File: config.mk
export PLATFORM = sky130hd
export DESIGN_NAME = cbsp_socket_power_clock
export DESIGN_NICKNAME = d
export VERILOG_FILES = /design/src/verilog/cbsp_socket_power_clock.v
export VERILOG_INCLUDE_DIRS = /design/src /design/src/verilog
export SDC_FILE = /design/constraint.sdc
export NUM_CORES = 1
export LEC_CHECK = 0
export BUFFER_PORTS_ARGS = -buffer_cell sky130_fd_sc_hd__buf_2
export CORE_MARGIN = 1
export CORE_UTILIZATION = 35
export DETAILED_ROUTE_END_ITERATION = 7
export GPL_TIMING_DRIVEN = 0
export PLACE_DENSITY = 0.7
export SYNTH_ARGS = -nofsm -noshare
export SYNTH_HDL_FRONTEND = slang
export SYNTH_SLANG_ARGS = --single-unit
File: constraint.sdc
create_clock -name clock -period 1.9 [get_ports clock]
set_input_delay 0 -clock clock [delete_from_list [all_inputs] [get_ports clock]]
set_output_delay 0 -clock clock [all_outputs]
set_load 0.02 [all_outputs]
File: src/verilog/cbsp_defs.vh
// register map, field positions and timing counts of the socket power block
`ifndef CBSP_DEFS_VH
`define CBSP_DEFS_VH
`define CBSP_OFF_SUPPLY_CTRL 8'h10
`define CBSP_OFF_POWER_MGMT 8'h20
`define CBSP_SUPPLY_CTRL_RESET 32'h00000000
`define CBSP_POWER_MGMT_RESET 32'h00000000
`define CBSP_BIT_STOP_POLICY 7
`define CBSP_CORE_LSB 4
`define CBSP_CORE_MSB 6
`define CBSP_PROG_LSB 0
`define CBSP_PROG_MSB 2
`define CBSP_BIT_CLK_CTRL_EN 16
`define CBSP_BIT_IDLE_ACTION 0
`define CBSP_BIT_SOCKET_ACCESS 25
`define CBSP_BIT_SOCKET_MODE 24
`define CBSP_IDLE_CLOCKS 4'h8
`define CBSP_SLOW_DIVIDE 5'h10
`define CBSP_SUPPLY_OFF 3'h0
`define CBSP_CORE_5V0 3'h2
`define CBSP_CORE_3V3 3'h3
`define CBSP_CORE_ALT_X 3'h4
`define CBSP_CORE_ALT_Y 3'h5
`define CBSP_PROG_12V0 3'h1
`define CBSP_PROG_5V0 3'h2
`define CBSP_PROG_3V3 3'h3
`define CBSP_PROG_ALT_X 3'h4
`define CBSP_PROG_ALT_Y 3'h5
`endif

File: src/verilog/cbsp_socket_power_clock.v
// socket supply request and card clock stop/slow control
`timescale 1ns/1ps
`default_nettype none
`include "cbsp_defs.vh"
module cbsp_socket_power_clock (
    input wire clock,
    input wire rst_n,
    input wire bus_reset_pin_n,
    input wire wake_event_enable,
    input wire [7:0] avs_address,
    input wire avs_read,
    input wire avs_write,
    input wire [31:0] avs_writedata,
    input wire [3:0] avs_byteenable,
    output reg [31:0] avs_readdata,
    output reg avs_waitrequest,
    input wire card_idle,
    input wire host_clock_stop_req,
    output reg card_clock_pin,
    output reg card_clock_stopped,
    output reg card_clock_slowed,
    output reg [2:0] core_supply_request,
    output reg [2:0] program_supply_request
);
    localparam ST_RUN = 2'h0;
    localparam ST_STOP = 2'h1;
    localparam ST_SLOW = 2'h2;

    reg clock_stop_policy_q;
    reg card_clock_ctrl_enable_q;
    reg idle_clock_action_q;
    reg socket_access_q;
    reg [3:0] idle_cnt_q;
    reg [4:0] div_cnt_q;
    reg [1:0] state_q;
    reg [1:0] state_d;
    reg ack_q;
    wire req;
    wire idle_long;
    wire stop_ok;
    wire sel_ctrl;
    wire sel_pm;
    wire wr_take;
    wire rd_take;
    wire supply_clear;

    assign req = avs_read | avs_write;
    // one wait cycle: the answer is registered, so read data comes from flops
    assign wr_take = avs_write & ack_q;
    assign rd_take = avs_read & ack_q;
    assign sel_ctrl = (avs_address == `CBSP_OFF_SUPPLY_CTRL);
    assign sel_pm = (avs_address == `CBSP_OFF_POWER_MGMT);
    // a busy cycle cancels the run at once, so no stop lands on activity
    assign idle_long = card_idle & (idle_cnt_q == `CBSP_IDLE_CLOCKS);
    // host stop request only matters when the policy bit is clear
    assign stop_ok = idle_long &
        (clock_stop_policy_q | host_clock_stop_req);
    assign supply_clear = ~bus_reset_pin_n & ~wake_event_enable;

    always @(posedge clock or negedge rst_n) begin
        if (!rst_n) begin
            ack_q <= 1'b0;
            avs_waitrequest <= 1'b1;
            avs_readdata <= 32'h00000000;
        end else begin
            ack_q <= req & ~ack_q;
            avs_waitrequest <= ~(req & ~ack_q);
            avs_readdata <= 32'h00000000;
            if (avs_read & ~ack_q) begin
                if (sel_ctrl) begin
                    // upper bits and bit 3 are left zero
                    avs_readdata[`CBSP_BIT_STOP_POLICY] <=
                        clock_stop_policy_q;
                    avs_readdata[`CBSP_CORE_MSB:`CBSP_CORE_LSB] <=
                        core_supply_request;
                    avs_readdata[`CBSP_PROG_MSB:`CBSP_PROG_LSB] <=
                        program_supply_request;
                end else if (sel_pm) begin
                    avs_readdata[`CBSP_BIT_SOCKET_ACCESS] <= socket_access_q;
                    avs_readdata[`CBSP_BIT_SOCKET_MODE] <= card_clock_slowed;
                    avs_readdata[`CBSP_BIT_CLK_CTRL_EN] <=
                        card_clock_ctrl_enable_q;
                    avs_readdata[`CBSP_BIT_IDLE_ACTION] <= idle_clock_action_q;
                end
            end
        end
    end

    // supply fields: global reset always, bus reset only if wake disabled
    always @(posedge clock or negedge rst_n) begin
        if (!rst_n) begin
            core_supply_request <= `CBSP_SUPPLY_OFF;
            program_supply_request <= `CBSP_SUPPLY_OFF;
        end else if (supply_clear) begin
            core_supply_request <= `CBSP_SUPPLY_OFF;
            program_supply_request <= `CBSP_SUPPLY_OFF;
        end else if (wr_take & sel_ctrl & avs_byteenable[0]) begin
            // reserved codes are stored as written; the power switch rejects
            core_supply_request <=
                avs_writedata[`CBSP_CORE_MSB:`CBSP_CORE_LSB];
            program_supply_request <=
                avs_writedata[`CBSP_PROG_MSB:`CBSP_PROG_LSB];
        end
    end

    // policy bit is not tied to the wake-enable reset scheme
    always @(posedge clock or negedge rst_n) begin
        if (!rst_n) begin
            clock_stop_policy_q <= 1'b0;
            card_clock_ctrl_enable_q <= 1'b0;
            idle_clock_action_q <= 1'b0;
            socket_access_q <= 1'b0;
        end else begin
            if (wr_take & sel_ctrl & avs_byteenable[0])
                clock_stop_policy_q <= avs_writedata[`CBSP_BIT_STOP_POLICY];
            if (wr_take & sel_pm & avs_byteenable[2])
                card_clock_ctrl_enable_q <=
                    avs_writedata[`CBSP_BIT_CLK_CTRL_EN];
            if (wr_take & sel_pm & avs_byteenable[0])
                idle_clock_action_q <= avs_writedata[`CBSP_BIT_IDLE_ACTION];
            // card activity sets, a read clears; activity wins the tie
            if (~card_idle)
                socket_access_q <= 1'b1;
            else if (rd_take & sel_pm)
                socket_access_q <= 1'b0;
        end
    end

    // idle run counter saturates at the threshold
    always @(posedge clock or negedge rst_n) begin
        if (!rst_n) begin
            idle_cnt_q <= 4'h0;
        end else if (~card_idle) begin
            idle_cnt_q <= 4'h0;
        end else if (!idle_long) begin
            idle_cnt_q <= idle_cnt_q + 4'h1;
        end
    end

    always @* begin
        state_d = state_q;
        case (state_q)
            ST_RUN: begin
                if (card_clock_ctrl_enable_q) begin
                    if (idle_clock_action_q & idle_long)
                        state_d = ST_SLOW;
                    else if (~idle_clock_action_q & stop_ok)
                        state_d = ST_STOP;
                end
            end
            ST_STOP: begin
                if (~card_idle | ~card_clock_ctrl_enable_q)
                    state_d = ST_RUN;
            end
            ST_SLOW: begin
                if (~card_idle | ~card_clock_ctrl_enable_q)
                    state_d = ST_RUN;
            end
            default: begin
                state_d = ST_RUN;
            end
        endcase
    end

    // clock pin toggles each cycle when running (clock/2 nominal);
    // slow mode toggles every 8 cycles so a full period is 16 clocks
    always @(posedge clock or negedge rst_n) begin
        if (!rst_n) begin
            state_q <= ST_RUN;
            div_cnt_q <= 5'h00;
            card_clock_pin <= 1'b0;
            card_clock_stopped <= 1'b0;
            card_clock_slowed <= 1'b0;
        end else begin
            state_q <= state_d;
            card_clock_stopped <= (state_d == ST_STOP);
            card_clock_slowed <= (state_d == ST_SLOW);
            case (state_d)
                ST_RUN: begin
                    div_cnt_q <= 5'h00;
                    card_clock_pin <= ~card_clock_pin;
                end
                ST_STOP: begin
                    // park low so the card sees a clean stopped level
                    div_cnt_q <= 5'h00;
                    card_clock_pin <= 1'b0;
                end
                ST_SLOW: begin
                    if (div_cnt_q == ((`CBSP_SLOW_DIVIDE >> 1) - 5'h01)) begin
                        div_cnt_q <= 5'h00;
                        card_clock_pin <= ~card_clock_pin;
                    end else begin
                        div_cnt_q <= div_cnt_q + 5'h01;
                    end
                end
                default: begin
                    div_cnt_q <= 5'h00;
                    card_clock_pin <= 1'b0;
                end
            endcase
        end
    end
endmodule
`default_nettype wire

# Word-level counts from Yosys, hierarchy flattened
# Cells that the tools add are included.
# word_totals
wordCells	87
out_inout_bits	42
memories	0
mem_bits_ro	0
latch_bits	0
mem_bits_rw	0
inputBits	52
ff_bits	36
# classes
n_eq_ne	11
n_shift	0
bitwise_logic	26
n_mul	0
div	0
add_sub_neg	2
order_cmp	0
n_mux	29
n_reduce_logical	4
# ops
operator	count
$mux W2	8
$mux W4	4
$and A1 B1 Y1	15
$mux W3	5
$mux W5	2
$eq A8 B5 Y1 const B	1
$eq A8 B6 Y1 const B	1
$mux W1	8
$not A1 Y1	8
$add A5 B1 Y5 const B	1
$eq A5 B3 Y1 const B	1
$add A4 B1 Y4 const B	1
$eq A2 B1 Y1 const B	2
$eq A2 B2 Y1 const B	2
$eq A4 B4 Y1 const B	1
$logic_not A2 Y1	2
$ne A2 B1 Y1 const B	2
$pmux W2 S2	1
$or A1 B1 Y1	3
$ne A2 B2 Y1 const B	1
$pmux W1 S2	1
$reduce_bool A2 Y1	1
$reduce_or A2 Y1	1

# Depth between registers and ports, before layout
# Gate-level depths: netlist (run 1).
# depth
ltp_word	10
mapped_depth	7
depth_no_buf	7

# Least setup slack after synthesis (run 1)
# No wires, ideal clock.
# synth_path
path_type	register to register
startpoint	register idle_cnt_q[0]
endpoint	register card_clock_pin
period_less_slack_ns	1.740
path_stages_with_launch	8
required_ns	1.772
path_buffers	0
arrival_time_ns	1.612
setup_ns	0.128
slack_ns	0.160
cell_sequence	dfrtp_1 inv_1 ha_1 nand3b_1 or4_1 a21oi_2 or3_1 o31ai_1
# synth_between
elab_chain_len	10
word_cells_on_any_way	13
cone_classes	eq/ne: 3; mux: 5; bitwise: 4; reduce/logical: 1
# synth_rtl
item	line	source
from (decl)	cbsp_socket_power_clock.v:33	reg [3:0] idle_cnt_q;
from (signal assigned)	cbsp_socket_power_clock.v:136	idle_cnt_q <= idle_cnt_q + 4'h1;
$eq A4 B4 Y1 (no source line) *	--	
$and A1 B1 Y1 *	cbsp_socket_power_clock.v:54	assign idle_long = card_idle & (idle_cnt_q == `CBSP_IDLE_CLOCKS);
$and A1 B1 Y1	cbsp_socket_power_clock.v:56	assign stop_ok = idle_long &
$and A1 B1 Y1	cbsp_socket_power_clock.v:147	else if (~idle_clock_action_q & stop_ok)
$mux W2	cbsp_socket_power_clock.v:147	
$mux W2 *	cbsp_socket_power_clock.v:145	if (idle_clock_action_q & idle_long)
$mux W2 *	cbsp_socket_power_clock.v:144	if (card_clock_ctrl_enable_q) begin
$pmux W2 S2 *	cbsp_socket_power_clock.v:142	case (state_q)
via state_d[0]	cbsp_socket_power_clock.v:36	reg [1:0] state_d;
$eq A2 B2 Y1 / $logic_not A2 Y1 (equally long branches)	cbsp_socket_power_clock.v:178	case (state_d)
$pmux W1 S2 / $ne A2 B1 Y1 (equally long branches)	--	
to (signal assigned)	cbsp_socket_power_clock.v:181	card_clock_pin <= ~card_clock_pin;
to (signal assigned)	cbsp_socket_power_clock.v:191	card_clock_pin <= ~card_clock_pin;
to (decl)	cbsp_socket_power_clock.v:19	output reg card_clock_pin,
# The timed path passes the listed nets; every way through them passes the cells marked *.
# A chain may end at the register's enable or synchronous reset.

# Worst setup path in the final report (run 1)
# Ends and elaborated chain as after synthesis.

==> results of run 1 <==
-- area by class of cell --
cell class | count | area share
Clock buffer | 8 | 0.0328
Timing Repair Buffer | 62 | 0.159
Buffer | 24 | 0.0742
Inverter | 9 | 0.0138
Sequential cell | 36 | 0.369
Tap cell | 67 | 0.0343
Multi-Input combinational cell | 117 | 0.316
-- routing by layer --
metal  GRT usage  vias to the layer above  wire length, µm
li1            -                      697                -
met1       0.154                      620             1440
met3      0.0290                        7              126
met4      0.0741                        0               67
met2       0.236                       36             1810
met5           0                        -                0
-- worst min-delay path: cells and delay by family --
kind | cells | cell delay, ns
buf+inv | 1 | 0.07
simple gates | 2 | 0.20
-- cells in the mapped netlist, types with 3 or more instances --
cell | n | area (µm²)
and2_1 | 10 | 62.6
buf_4 | 22 | 165
dfrtp_1 | 35 | 876
ha_1 | 5 | 62.6
inv_1 | 9 | 33.8
mux2i_1 | 6 | 60.1
nand2_1 | 3 | 11.3
nand3_1 | 7 | 35.0
nand3b_1 | 4 | 30.0
nor2_1 | 15 | 56.3
nor3_1 | 6 | 30.0
xnor2_1 | 3 | 26.3
-- registers in the layout (all words and copies together), names as in the netlist --
signal / flops
avs_readdata: 10
div_cnt_q: 5
idle_cnt_q: 4
core_supply_request: 3
program_supply_request: 3
state_q: 2
ack_q: 1
avs_waitrequest: 1
card_clock_ctrl_enable_q: 1
card_clock_pin: 1
card_clock_slowed: 1
card_clock_stopped: 1
clock_stop_policy_q: 1
idle_clock_action_q: 1
socket_access_q: 1
-- what timing repair did --
item	in CTS	in global routing
endpoints found under the hold margin	46	0
hold buffers	12	0
resized for setup	0	7
setup endpoints to repair	0	8
setup buffers	0	6
-- power breakdown --
group          switching [W]  internal, W  total (W)
sequential         0.0000107     0.000780   0.000790
clock               0.000243     0.000260   0.000503
combinational      0.0000982    0.0000910   0.000189
total               0.000352      0.00113    0.00148
-- cells by family after synthesis --
kind of cell | count (synthesis) | share of synthesized area
XOR/XNOR | 5 | 0.0247
flip-flops | 36 | 0.508
other | 1 | 0.00211
AO/OA/AOI/OAI | 13 | 0.0522
adder cells (fa/ha/maj) | 5 | 0.0353
AND/OR/NAND/NOR | 63 | 0.201
multiplexers | 9 | 0.0550
buffers and inverters | 33 | 0.121
-- per-stage QoR --
step	TNS [ns]	total power, W
6_report	0	0.00148
5_1_grt	-0.0911	0.00155
4_1_cts	0	0.00149
3_5_place_dp	0	0.000963
3_3_place_gp	0	0.000962
2_1_floorplan	0	0.000911
-- path summary, 6_finish.rpt --
kind | from | endpoint | cells past startpoint
max | idle_cnt_q[0]$_DFFE_PN0P_ | card_clock_pin$_DFFE_PN0P_ | 7
min | bus_reset_pin_n | core_supply_request[1]$_DFFE_PN0P_ | 3
max reg2reg | idle_cnt_q[0]$_DFFE_PN0P_ | card_clock_pin$_DFFE_PN0P_ | 7
min reg2reg | div_cnt_q[0]$_DFF_PN0_ | div_cnt_q[0]$_DFF_PN0_ | 1
max in group asynchronous | rst_n | avs_readdata[16]$_DFF_PN0_ | 2
min in group asynchronous | rst_n | core_supply_request[0]$_DFFE_PN0P_ | 2
==> report_table.html, run 1 <==
<table>
<tr><th>Metric</th><th>Value</th></tr>
<tr><th colspan="2">Run status</th></tr>
<tr><td>Run status</td><td>finished, final reports clean</td></tr>
<tr><th colspan="2">Yosys</th></tr>
<tr><td>Post-synthesis instance total</td><td>~170</td></tr>
<tr><td>Count of yosys warnings during synthesis</td><td>0</td></tr>
<tr><td>Proportion of synthesized chip area in sequential cells</td><td>0.508</td></tr>
<tr><td>Most instantiated flip-flop cell in the synthesis netlist</td><td>dfrtp_1</td></tr>
<tr><td>Count of distinct cell types in the synthesized netlist</td><td>just over 40</td></tr>
<tr><td>Proportion of register bits with asynchronous set or reset after synthesis</td><td>1.00</td></tr>
<tr><td>Number of flip-flops and latches in the synthesized netlist</td><td>36</td></tr>
<tr><td>Post-Synthesis Cell Area</td><td>approximately 0.0018 mm²</td></tr>
<tr><td>Number of flops mapped to enable cells by yosys</td><td>0</td></tr>
<tr><td>Synthesized area per cell</td><td>10.8 µm²</td></tr>
<tr><th colspan="2">CTS</th></tr>
<tr><td>Sinks on the clock net</td><td>36</td></tr>
<tr><td>Clock network latency to the later pin of the worst-skew pair</td><td>0.28 ns</td></tr>
<tr><td>CTS clk-pin slew, worst paths</td><td>~0.07 ns</td></tr>
<tr><td>Num CTS Buffers</td><td>5</td></tr>
<tr><td>CTS Root Buffer Type</td><td>clkbuf_8</td></tr>
<tr><td>TritonCTS clock tree</td><td>built</td></tr>
<tr><td>Buffers from clock root to sink, at most</td><td>2</td></tr>
<tr><td>H-Tree Depth</td><td>2</td></tr>
<tr><th colspan="2">Critical path</th></tr>
<tr><td>Critical-path top delay cell</td><td>or4_1</td></tr>
<tr><td>Largest delay share family, worst path</td><td>simple AND/OR/NAND/NOR gates</td></tr>
<tr><td>CP arrival</td><td>just over 2 ns</td></tr>
<tr><td>Start-to-end type of the worst setup path</td><td>reg -&gt; reg</td></tr>
<tr><td>Internal reg-to-reg setup slack</td><td>about 0.038 ns</td></tr>
<tr><td>Type of element launching the critical path</td><td>register</td></tr>
<tr><td>Critical path buffer and inverter count</td><td>1</td></tr>
<tr><td>CP required</td><td>2.07 ns</td></tr>
<tr><td>Maximum cell stage delay along the critical path</td><td>around 0.60 ns</td></tr>
<tr><td>Maximum fanout encountered on the critical timing path</td><td>4</td></tr>
<tr><td>Endpoint type of the worst setup path</td><td>register</td></tr>
<tr><td>Cell breakdown of the critical path</td><td>inv_1 &gt; ha_2 &gt; nand3b_1 &gt; or4_1 &gt; a21oi_2 &gt; or3_1 &gt; o31ai_1</td></tr>
<tr><th colspan="2">Placed design</th></tr>
<tr><td>Buffers added on ports</td><td>between 40 and 50</td></tr>
<tr><td>GP Congestion</td><td>0.764</td></tr>
<tr><td>Placed wire-length estimate after detailed placement</td><td>~2400 µm</td></tr>
<tr><td>Minimum setup slack after placement</td><td>between 0.015 and 0.02 ns</td></tr>
<tr><td>Placed cells</td><td>297</td></tr>
<tr><td>Instance area at placement</td><td>about 0.0022 mm²</td></tr>
<tr><th colspan="2">Layout</th></tr>
<tr><td>Diode insertion count for antenna repair</td><td>0</td></tr>
<tr><td>Area of the multi-input gates</td><td>between 700 and 800 µm²</td></tr>
<tr><td>Final cell count without fillers</td><td>between 300 and 400</td></tr>
<tr><td>Leading cell types in the layout, fill and taps excluded</td><td>buf_2 (45), dfrtp_1 (35), buf_4 (27)</td></tr>
<tr><td>Final core area utilization</td><td>0.511</td></tr>
<tr><td>Post-route cell area</td><td>~0.0024 mm²</td></tr>
<tr><td>Fraction of layout instances using a drive strength above 1</td><td>0.371</td></tr>
<tr><td>Commonest non-fill, non-tap cell in the layout</td><td>buf_2</td></tr>
<tr><td>Area grow syn2layout</td><td>37.7%</td></tr>
<tr><td>Net total in the final layout</td><td>312</td></tr>
<tr><td>Fill cells</td><td>436</td></tr>
<tr><td>Area of all sequential standard cells</td><td>902 µm²</td></tr>
<tr><th colspan="2">Die</th></tr>
<tr><td>Number of primary I/O pins</td><td>94</td></tr>
<tr><td>Width of the die</td><td>about 73 µm</td></tr>
<tr><td>Total core area</td><td>approximately 0.0048 mm²</td></tr>
<tr><td>Placement row count</td><td>25</td></tr>
<tr><td>Height of the die</td><td>73.2 µm</td></tr>
<tr><td>Floorplan die area</td><td>~0.0054 mm²</td></tr>
<tr><td>Initial core utilization</td><td>0.371</td></tr>
<tr><th colspan="2">Routing</th></tr>
<tr><td>TritonRoute pass-1 iters</td><td>4</td></tr>
<tr><td>Remaining DRCs</td><td>0</td></tr>
<tr><td>WL per Instance</td><td>~11 µm</td></tr>
<tr><td>Antenna-violating nets left</td><td>0</td></tr>
<tr><td>Via density per instance</td><td>4.21</td></tr>
<tr><td>Total wire length</td><td>3450 µm</td></tr>
<tr><td>Total via count in the routed design</td><td>around 1,400</td></tr>
<tr><td>DRT iter0 DRCs</td><td>69</td></tr>
<tr><th colspan="2">Global route</th></tr>
<tr><td>Wire length of the first global-routing pass</td><td>between 5000 and 6000 µm</td></tr>
<tr><td>Global-route usage over all layers</td><td>0.135</td></tr>
<tr><td>Antenna violations before repair</td><td>0</td></tr>
<tr><td>Total congestion overflow</td><td>0</td></tr>
<tr><td>Via count of the first global-routing pass</td><td>~1,200</td></tr>
<tr><td>Pin count of the biggest net entering global routing</td><td>37</td></tr>
<tr><th colspan="2">Power</th></tr>
<tr><td>Areal power density over the cells</td><td>just over 600 mW/mm²</td></tr>
<tr><td>Cell leakage power</td><td>1.33 nW</td></tr>
<tr><td>Maximum vdd ir drop</td><td>roughly 400 µV</td></tr>
<tr><th colspan="2">STA</th></tr>
<tr><td>Minimum hold slack</td><td>slightly below 0.03 ns</td></tr>
<tr><td>Hold violation count in the final report</td><td>0</td></tr>
<tr><td>Clock tree skew after final layout</td><td>around 0.0086 ns</td></tr>
<tr><td>Post-route fraction of the period consumed by the critical path</td><td>0.980</td></tr>
<tr><td>Minimum clock period after layout</td><td>between 1.5 and 2 ns</td></tr>
<tr><td>Slew Viols, Final</td><td>0</td></tr>
<tr><td>Worst slew pin tran</td><td>0.782 ns</td></tr>
<tr><td>Fmax achieved</td><td>537 MHz</td></tr>
<tr><td>Max-Slew Margin vs Limit</td><td>0.479</td></tr>
<tr><td>Final setup violation count</td><td>0</td></tr>
<tr><td>RSZ-0062 raised after global routing</td><td>true</td></tr>
<tr><td>Minimum setup slack in the final design</td><td>approximately 0.038 ns</td></tr>
<tr><th colspan="2">Hold path</th></tr>
<tr><td>Worst hold-check path type</td><td>in -&gt; reg</td></tr>
<tr><th colspan="2">Flow run</th></tr>
<tr><td>Max-cap violations</td><td>0</td></tr>
</table>
No activity file was read; power rests on OpenSTA's default activity.
==> inputs of run 2 (changes only) <==
==> constraint.sdc (replaced) <==
create_clock -name clock -period 2.25 [get_ports clock]
set_input_delay 0 -clock clock [delete_from_list [all_inputs] [get_ports clock]]
set_output_delay 0 -clock clock [all_outputs]
set_load 0.02 [all_outputs]
==> report_table.html, run 2 (synthesis gave the netlist of run 1 again) <==
<table>
<tr><th>Metric</th><th>Value</th></tr>
<tr><th colspan="2">Run status</th></tr>
<tr><td>Run status</td><td>finished, final reports clean</td></tr>
<tr><th colspan="2">STA</th></tr>
<tr><td>Post-route setup TNS</td><td>0 ns</td></tr>
<tr><td>Post-route fraction of the period consumed by the critical path</td><td>0.839</td></tr>
<tr><td>Final setup violation count</td><td>0</td></tr>
<tr><td>Clock tree skew after final layout</td><td>between 0.008 and 0.009 ns</td></tr>
<tr><td>Fmax achieved</td><td>around 530 MHz</td></tr>
<tr><td>RSZ-0062 raised after global routing</td><td>false</td></tr>
<tr><td>Hold violation count in the final report</td><td>0</td></tr>
<tr><td>Minimum setup slack in the final design</td><td>approximately 0.36 ns</td></tr>
<tr><td>Minimum clock period after layout</td><td>between 1.5 and 2 ns</td></tr>
<tr><td>Max-Slew Margin vs Limit</td><td>0.481</td></tr>
<tr><td>Worst slew pin tran</td><td>about 0.8 ns</td></tr>
<tr><td>Minimum hold slack</td><td>a little over 0.03 ns</td></tr>
<tr><td>Slew Viols, Final</td><td>0</td></tr>
<tr><th colspan="2">Critical path</th></tr>
<tr><td>CP arrival</td><td>2.05 ns</td></tr>
<tr><td>Maximum cell stage delay along the critical path</td><td>0.58 ns</td></tr>
<tr><td>Critical path buffer and inverter count</td><td>1</td></tr>
<tr><td>Maximum fanout encountered on the critical timing path</td><td>4</td></tr>
<tr><td>Start-to-end type of the worst setup path</td><td>reg -&gt; reg</td></tr>
<tr><td>Cell breakdown of the critical path</td><td>inv_1 &gt; ha_1 &gt; nand3b_1 &gt; or4_1 &gt; a21oi_2 &gt; or3_1 &gt; o31ai_1</td></tr>
<tr><td>Largest delay share family, worst path</td><td>simple AND/OR/NAND/NOR gates</td></tr>
<tr><td>Critical-path top delay cell</td><td>or4_1</td></tr>
<tr><td>Endpoint type of the worst setup path</td><td>register</td></tr>
<tr><td>Type of element launching the critical path</td><td>register</td></tr>
<tr><td>CP required</td><td>~2.4 ns</td></tr>
<tr><th colspan="2">Routing</th></tr>
<tr><td>Total via count in the routed design</td><td>~1,300</td></tr>
<tr><td>Antenna-violating nets left</td><td>0</td></tr>
<tr><td>DRT iter0 DRCs</td><td>66</td></tr>
<tr><td>WL per Instance</td><td>roughly 10 µm</td></tr>
<tr><td>Total wire length</td><td>between 3000 and 4000 µm</td></tr>
<tr><td>Via density per instance</td><td>about 4.2</td></tr>
<tr><td>TritonRoute pass-1 iters</td><td>4</td></tr>
<tr><td>Remaining DRCs</td><td>0</td></tr>
<tr><th colspan="2">Die</th></tr>
<tr><td>Initial core utilization</td><td>0.371</td></tr>
<tr><td>Total core area</td><td>0.00479 mm²</td></tr>
<tr><td>Height of the die</td><td>approximately 73 µm</td></tr>
<tr><td>Number of primary I/O pins</td><td>94</td></tr>
<tr><td>Width of the die</td><td>about 73 µm</td></tr>
<tr><td>Placement row count</td><td>25</td></tr>
<tr><td>Floorplan die area</td><td>around 0.0054 mm²</td></tr>
<tr><th colspan="2">Layout</th></tr>
<tr><td>Fraction of layout instances using a drive strength above 1</td><td>0.336</td></tr>
<tr><td>Post-route cell area</td><td>0.00236 mm²</td></tr>
<tr><td>Commonest non-fill, non-tap cell in the layout</td><td>buf_2</td></tr>
<tr><td>Area of all sequential standard cells</td><td>902 µm²</td></tr>
<tr><td>Largest register FFs</td><td>10</td></tr>
<tr><td>Fill cells</td><td>around 450</td></tr>
<tr><td>Area of the multi-input gates</td><td>roughly 740 µm²</td></tr>
<tr><td>Diode insertion count for antenna repair</td><td>0</td></tr>
<tr><td>Leading cell types in the layout, fill and taps excluded</td><td>buf_2 (45), dfrtp_1 (35), buf_4 (22), conb_1 (22), nor2_1 (15)</td></tr>
<tr><td>Register with the most flip-flops</td><td>avs_readdata</td></tr>
<tr><td>Area grow syn2layout</td><td>32.9%</td></tr>
<tr><td>Largest registers</td><td>avs_readdata x10, div_cnt_q x5, idle_cnt_q x4</td></tr>
<tr><td>Net total in the final layout</td><td>between 300 and 400</td></tr>
<tr><th colspan="2">Global route</th></tr>
<tr><td>Pin count of the biggest net entering global routing</td><td>37</td></tr>
<tr><td>Grt met1 use</td><td>0.154</td></tr>
<tr><td>Antenna violations before repair</td><td>0</td></tr>
<tr><td>Wire length of the first global-routing pass</td><td>between 5000 and 6000 µm</td></tr>
<tr><td>Met3 Track Usage GR</td><td>0.0290</td></tr>
<tr><td>Global-route usage over all layers</td><td>0.135</td></tr>
<tr><td>Met2 Track Usage GR</td><td>0.236</td></tr>
<tr><td>Most Crowded Layer GR</td><td>met2</td></tr>
<tr><td>Via count of the first global-routing pass</td><td>~1,200</td></tr>
<tr><td>Total congestion overflow</td><td>0</td></tr>
<tr><th colspan="2">CTS</th></tr>
<tr><td>CTS Root Buffer Type</td><td>clkbuf_8</td></tr>
<tr><td>Sinks on the clock net</td><td>36</td></tr>
<tr><td>Clock network latency to the later pin of the worst-skew pair</td><td>roughly 0.28 ns</td></tr>
<tr><td>CTS clk-pin slew, worst paths</td><td>about 0.070 ns</td></tr>
<tr><td>Number of buffers inserted by post-CTS setup repair</td><td>0</td></tr>
<tr><td>H-Tree Depth</td><td>2</td></tr>
<tr><td>Buffers from clock root to sink, at most</td><td>2</td></tr>
<tr><td>TritonCTS clock tree</td><td>built</td></tr>
<tr><td>Num CTS Buffers</td><td>5</td></tr>
<tr><th colspan="2">Power</th></tr>
<tr><td>Cell leakage power</td><td>roughly 1.3 nW</td></tr>
<tr><td>Final Power</td><td>roughly 0.0012 W</td></tr>
<tr><td>Maximum vdd ir drop</td><td>between 300 and 400 µV</td></tr>
<tr><td>Areal power density over the cells</td><td>525 mW/mm²</td></tr>
<tr><th colspan="2">Placed design</th></tr>
<tr><td>Buffers added on ports</td><td>44</td></tr>
<tr><td>GP Congestion</td><td>0.764</td></tr>
<tr><td>Placed wire-length estimate after detailed placement</td><td>between 2000 and 2500 µm</td></tr>
<tr><td>Instance area at placement</td><td>approximately 0.0022 mm²</td></tr>
<tr><td>Minimum setup slack after placement</td><td>between 0.3 and 0.4 ns</td></tr>
<tr><th colspan="2">Hold path</th></tr>
<tr><td>Worst hold-check path type</td><td>in -&gt; reg</td></tr>
<tr><th colspan="2">Flow run</th></tr>
<tr><td>Max-cap violations</td><td>0</td></tr>
</table>
run 2: path summary, 6_finish.rpt:
path | slack [ns] | startpoint | cells past startpoint | to
max in group asynchronous | 1.40 | rst_n | 2 | avs_readdata[16]$_DFF_PN0_
min in group asynchronous | 0.36 | rst_n | 2 | core_supply_request[0]$_DFFE_PN0P_
worst max register to register | 0.36 | idle_cnt_q[0]$_DFFE_PN0P_ | 7 | card_clock_pin$_DFFE_PN0P_
worst min register to register | 0.47 | div_cnt_q[0]$_DFF_PN0_ | 1 | div_cnt_q[0]$_DFF_PN0_
worst min-delay path | 0.03 | bus_reset_pin_n | 3 | core_supply_request[1]$_DFFE_PN0P_
worst max-delay path | 0.36 | idle_cnt_q[0]$_DFFE_PN0P_ | 7 | card_clock_pin$_DFFE_PN0P_
run 2: worst reg2reg max path, cell delays in order (launching register included):
cell and delay [ns]:
dfrtp_1 0.42, inv_1 0.07, ha_1 0.17, nand3b_1 0.15, or4_1 0.58, a21oi_2 0.19, or3_1 0.13, o31ai_1 0.05
run 2: timing repair:
item                                   CTS  global route
gates resized for setup                  0             0
endpoints found under the hold margin   46             0
hold buffers                            12             0
setup endpoints to repair                0             0
run 2: layer usage:
metal	vias up	wire length, µm	part of all wire
li1	683	-	-
met1	601	1410	0.43
met2	36	1640	0.50
met3	7	132	0.041
met4	0	67	0.021
met5	-	0	0
run 2: layout make-up:
type,instances,share of cell area
buffer,24,0.0770
clock buffer,8,0.0340
inverter,9,0.0143
sequential,36,0.383
tap,67,0.0356
timing repair buffer,56,0.144
multi-input combinational,117,0.312
run 2: metrics by stage:
step	utilization	std cells
3_5_place_dp	0.451	297
3_3_place_gp	0.451	297
5_1_grt	0.493	317
2_1_floorplan	-	186
4_1_cts	0.493	317
6_report	0.493	317
run 2: power breakdown:
group / total [W] / internal [W] / leakage (nW) / switching, W
clock network: 0.000421 / 0.000219 / 0.0395 / 0.000202
registers: 0.000668 / 0.000659 / 0.490 / 0.00000948
logic: 0.000149 / 0.0000697 / 0.770 / 0.0000795
==> inputs of run 3 (changes only) <==
==> constraint.sdc (replaced) <==
create_clock -name clock -period 1.8 [get_ports clock]
set_input_delay 0 -clock clock [delete_from_list [all_inputs] [get_ports clock]]
set_output_delay 0 -clock clock [all_outputs]
set_load 0.02 [all_outputs]
==> report_table.html, run 3 (synthesis gave the netlist of run 1 again) <==
<table>
<tr><th>Metric</th><th>Value</th></tr>
<tr><th colspan="2">Die</th></tr>
<tr><td>Placement row count</td><td>25</td></tr>
<tr><td>Width of the die</td><td>73.2 µm</td></tr>
<tr><td>Total core area</td><td>~0.0048 mm²</td></tr>
<tr><td>Number of primary I/O pins</td><td>94</td></tr>
<tr><td>Height of the die</td><td>between 70 and 80 µm</td></tr>
<tr><td>Initial core utilization</td><td>0.371</td></tr>
<tr><td>Floorplan die area</td><td>approximately 0.0054 mm²</td></tr>
<tr><th colspan="2">Power</th></tr>
<tr><td>Cell leakage power</td><td>approximately 1.3 nW</td></tr>
<tr><td>Areal power density over the cells</td><td>about 630 mW/mm²</td></tr>
<tr><td>Maximum vdd ir drop</td><td>roughly 430 µV</td></tr>
<tr><th colspan="2">Global route</th></tr>
<tr><td>Total congestion overflow</td><td>0</td></tr>
<tr><td>Antenna violations before repair</td><td>0</td></tr>
<tr><td>Via count of the first global-routing pass</td><td>around 1,200</td></tr>
<tr><td>Global-route usage over all layers</td><td>0.140</td></tr>
<tr><td>Pin count of the biggest net entering global routing</td><td>37</td></tr>
<tr><td>Wire length of the first global-routing pass</td><td>between 5000 and 6000 µm</td></tr>
<tr><th colspan="2">CTS</th></tr>
<tr><td>Buffers from clock root to sink, at most</td><td>2</td></tr>
<tr><td>Sinks on the clock net</td><td>36</td></tr>
<tr><td>H-Tree Depth</td><td>2</td></tr>
<tr><td>Clock network latency to the later pin of the worst-skew pair</td><td>~0.28 ns</td></tr>
<tr><td>Num CTS Buffers</td><td>5</td></tr>
<tr><td>CTS clk-pin slew, worst paths</td><td>0.07 ns</td></tr>
<tr><td>CTS Root Buffer Type</td><td>clkbuf_8</td></tr>
<tr><td>TritonCTS clock tree</td><td>built</td></tr>
<tr><th colspan="2">Run status</th></tr>
<tr><td>Failing checks</td><td>negative setup slack</td></tr>
<tr><td>Run status</td><td>complete, but fails checks</td></tr>
<tr><th colspan="2">STA</th></tr>
<tr><td>Minimum setup slack in the final design</td><td>-0.0512 ns</td></tr>
<tr><td>Post-route setup TNS</td><td>-0.0512 ns</td></tr>
<tr><td>Minimum clock period after layout</td><td>between 1.5 and 2 ns</td></tr>
<tr><td>Slew Viols, Final</td><td>0</td></tr>
<tr><td>RSZ-0062 raised after global routing</td><td>true</td></tr>
<tr><td>Post-route fraction of the period consumed by the critical path</td><td>1.03</td></tr>
<tr><td>Max-Slew Margin vs Limit</td><td>0.479</td></tr>
<tr><td>Hold violation count in the final report</td><td>0</td></tr>
<tr><td>Fmax achieved</td><td>roughly 540 MHz</td></tr>
<tr><td>Worst slew pin tran</td><td>slightly below 0.8 ns</td></tr>
<tr><td>Final setup violation count</td><td>1</td></tr>
<tr><td>Clock tree skew after final layout</td><td>0.00919 ns</td></tr>
<tr><th colspan="2">Layout</th></tr>
<tr><td>Fraction of layout instances using a drive strength above 1</td><td>0.381</td></tr>
<tr><td>Net total in the final layout</td><td>between 300 and 400</td></tr>
<tr><td>Commonest non-fill, non-tap cell in the layout</td><td>buf_2</td></tr>
<tr><td>Final cell count without fillers</td><td>327</td></tr>
<tr><td>Area grow syn2layout</td><td>39.3%</td></tr>
<tr><td>Diode insertion count for antenna repair</td><td>0</td></tr>
<tr><td>Register with the most flip-flops</td><td>avs_readdata</td></tr>
<tr><td>Leading cell types in the layout, fill and taps excluded</td><td>buf_2 (45), dfrtp_1 (35), buf_4 (32)</td></tr>
<tr><td>Post-route cell area</td><td>about 0.0025 mm²</td></tr>
<tr><td>Largest registers</td><td>avs_readdata x10, div_cnt_q x5, idle_cnt_q x4</td></tr>
<tr><td>Largest register FFs</td><td>10</td></tr>
<tr><th colspan="2">Routing</th></tr>
<tr><td>DRT iter0 DRCs</td><td>a little over 70</td></tr>
<tr><td>Antenna-violating nets left</td><td>0</td></tr>
<tr><td>TritonRoute pass-1 iters</td><td>4</td></tr>
<tr><td>Remaining DRCs</td><td>0</td></tr>
<tr><td>Total via count in the routed design</td><td>approximately 1,400</td></tr>
<tr><td>Via density per instance</td><td>around 4.2</td></tr>
<tr><td>WL per Instance</td><td>around 11 µm</td></tr>
<tr><td>Total wire length</td><td>between 3000 and 4000 µm</td></tr>
<tr><th colspan="2">Critical path</th></tr>
<tr><td>CP required</td><td>1.99 ns</td></tr>
<tr><td>Start-to-end type of the worst setup path</td><td>reg -&gt; reg</td></tr>
<tr><td>Maximum fanout encountered on the critical timing path</td><td>4</td></tr>
<tr><td>Cell breakdown of the critical path</td><td>inv_1 &gt; ha_2 &gt; nand3b_1 &gt; buf_4 &gt; o311ai_4 &gt; a31oi_1 &gt; or3_1 &gt; o31ai_1</td></tr>
<tr><td>Endpoint type of the worst setup path</td><td>register</td></tr>
<tr><td>CP arrival</td><td>just over 2 ns</td></tr>
<tr><td>Maximum cell stage delay along the critical path</td><td>~0.4 ns</td></tr>
<tr><td>Internal reg-to-reg setup slack</td><td>-0.05 ns</td></tr>
<tr><td>Critical-path top delay cell</td><td>dfrtp_1</td></tr>
<tr><td>Type of element launching the critical path</td><td>register</td></tr>
<tr><th colspan="2">Placed design</th></tr>
<tr><td>Placed cells</td><td>roughly 300</td></tr>
<tr><td>Placed wire-length estimate after detailed placement</td><td>roughly 2400 µm</td></tr>
<tr><td>GP Congestion</td><td>0.764</td></tr>
<tr><td>Buffers added on ports</td><td>44</td></tr>
<tr><td>Minimum setup slack after placement</td><td>-0.0850 ns</td></tr>
<tr><td>Instance area at placement</td><td>0.00216 mm²</td></tr>
<tr><th colspan="2">Hold path</th></tr>
<tr><td>Worst hold-check path type</td><td>in -&gt; reg</td></tr>
<tr><th colspan="2">Flow run</th></tr>
<tr><td>Max-cap violations</td><td>0</td></tr>
</table>
## run 3: area by class of cell
type	instances	area [µm²]
tap	67	83.8
fill	428	2310
timing repair buffer	66	415
sequential	36	902
clock buffer	8	80.1
buffer	24	181
inverter	9	33.8
multi-input combinational	117	774
## run 3: power breakdown
group / internal, W / switching [W] / total, W
clock: 0.000274 / 0.000254 / 0.000529
sequential: 0.000823 / 0.00000925 / 0.000832
combinational: 0.0000966 / 0.000106 / 0.000203
## run 3: repair_timing
action,4_1_cts,5_1_grt
gates resized for setup,4,3
buffers inserted,7,3
hold buffers,12,0
endpoints found under the setup margin,8,8
pin swaps,2,2
endpoints found under the hold margin,46,0
## run 3: per-stage QoR
| step | hold WS [ns] | power [W] | utilization |
|---|---|---|---|
| 2_1_floorplan | -0.296 | 0.000961 | - |
| 4_1_cts | 0.0217 | 0.00158 | 0.508 |
| 5_1_grt | 0.0461 | 0.00164 | 0.516 |
| 6_report | 0.0284 | 0.00156 | 0.516 |
| 3_3_place_gp | 0.126 | 0.00101 | 0.451 |
| 3_5_place_dp | 0.134 | 0.00102 | 0.451 |
## run 3: worst max-delay path: cells and delay by family (launching register included)
family                   cells  cell delay (ns)
buffers and inverters        2             0.24
adder cells (fa/ha/maj)      1             0.17
flip-flops                   1             0.39
AND/OR/NAND/NOR              2             0.47
AO/OA/AOI/OAI                3             0.49
## run 3: per-layer routing
metal	share of wire	GRT usage	wire length, µm	vias to the layer above
met2	0.51	0.243	1780	36
met1	0.43	0.159	1490	634
met3	0.038	0.0290	132	7
li1	-	-	-	704
met4	0.019	0.0763	67	0
met5	0	0	0	-
## run 3: worst paths after layout
check / start / endpoint / cells after the start
min in group asynchronous: rst_n / core_supply_request[0]$_DFFE_PN0P_ / 2
max in group asynchronous: rst_n / avs_readdata[16]$_DFF_PN0_ / 2
worst min register to register: div_cnt_q[0]$_DFF_PN0_ / div_cnt_q[0]$_DFF_PN0_ / 1
worst min-delay path: bus_reset_pin_n / core_supply_request[1]$_DFFE_PN0P_ / 3
worst max register to register: idle_cnt_q[0]$_DFFE_PN0P_ / card_clock_pin$_DFFE_PN0P_ / 8
worst max-delay path: idle_cnt_q[0]$_DFFE_PN0P_ / card_clock_pin$_DFFE_PN0P_ / 8
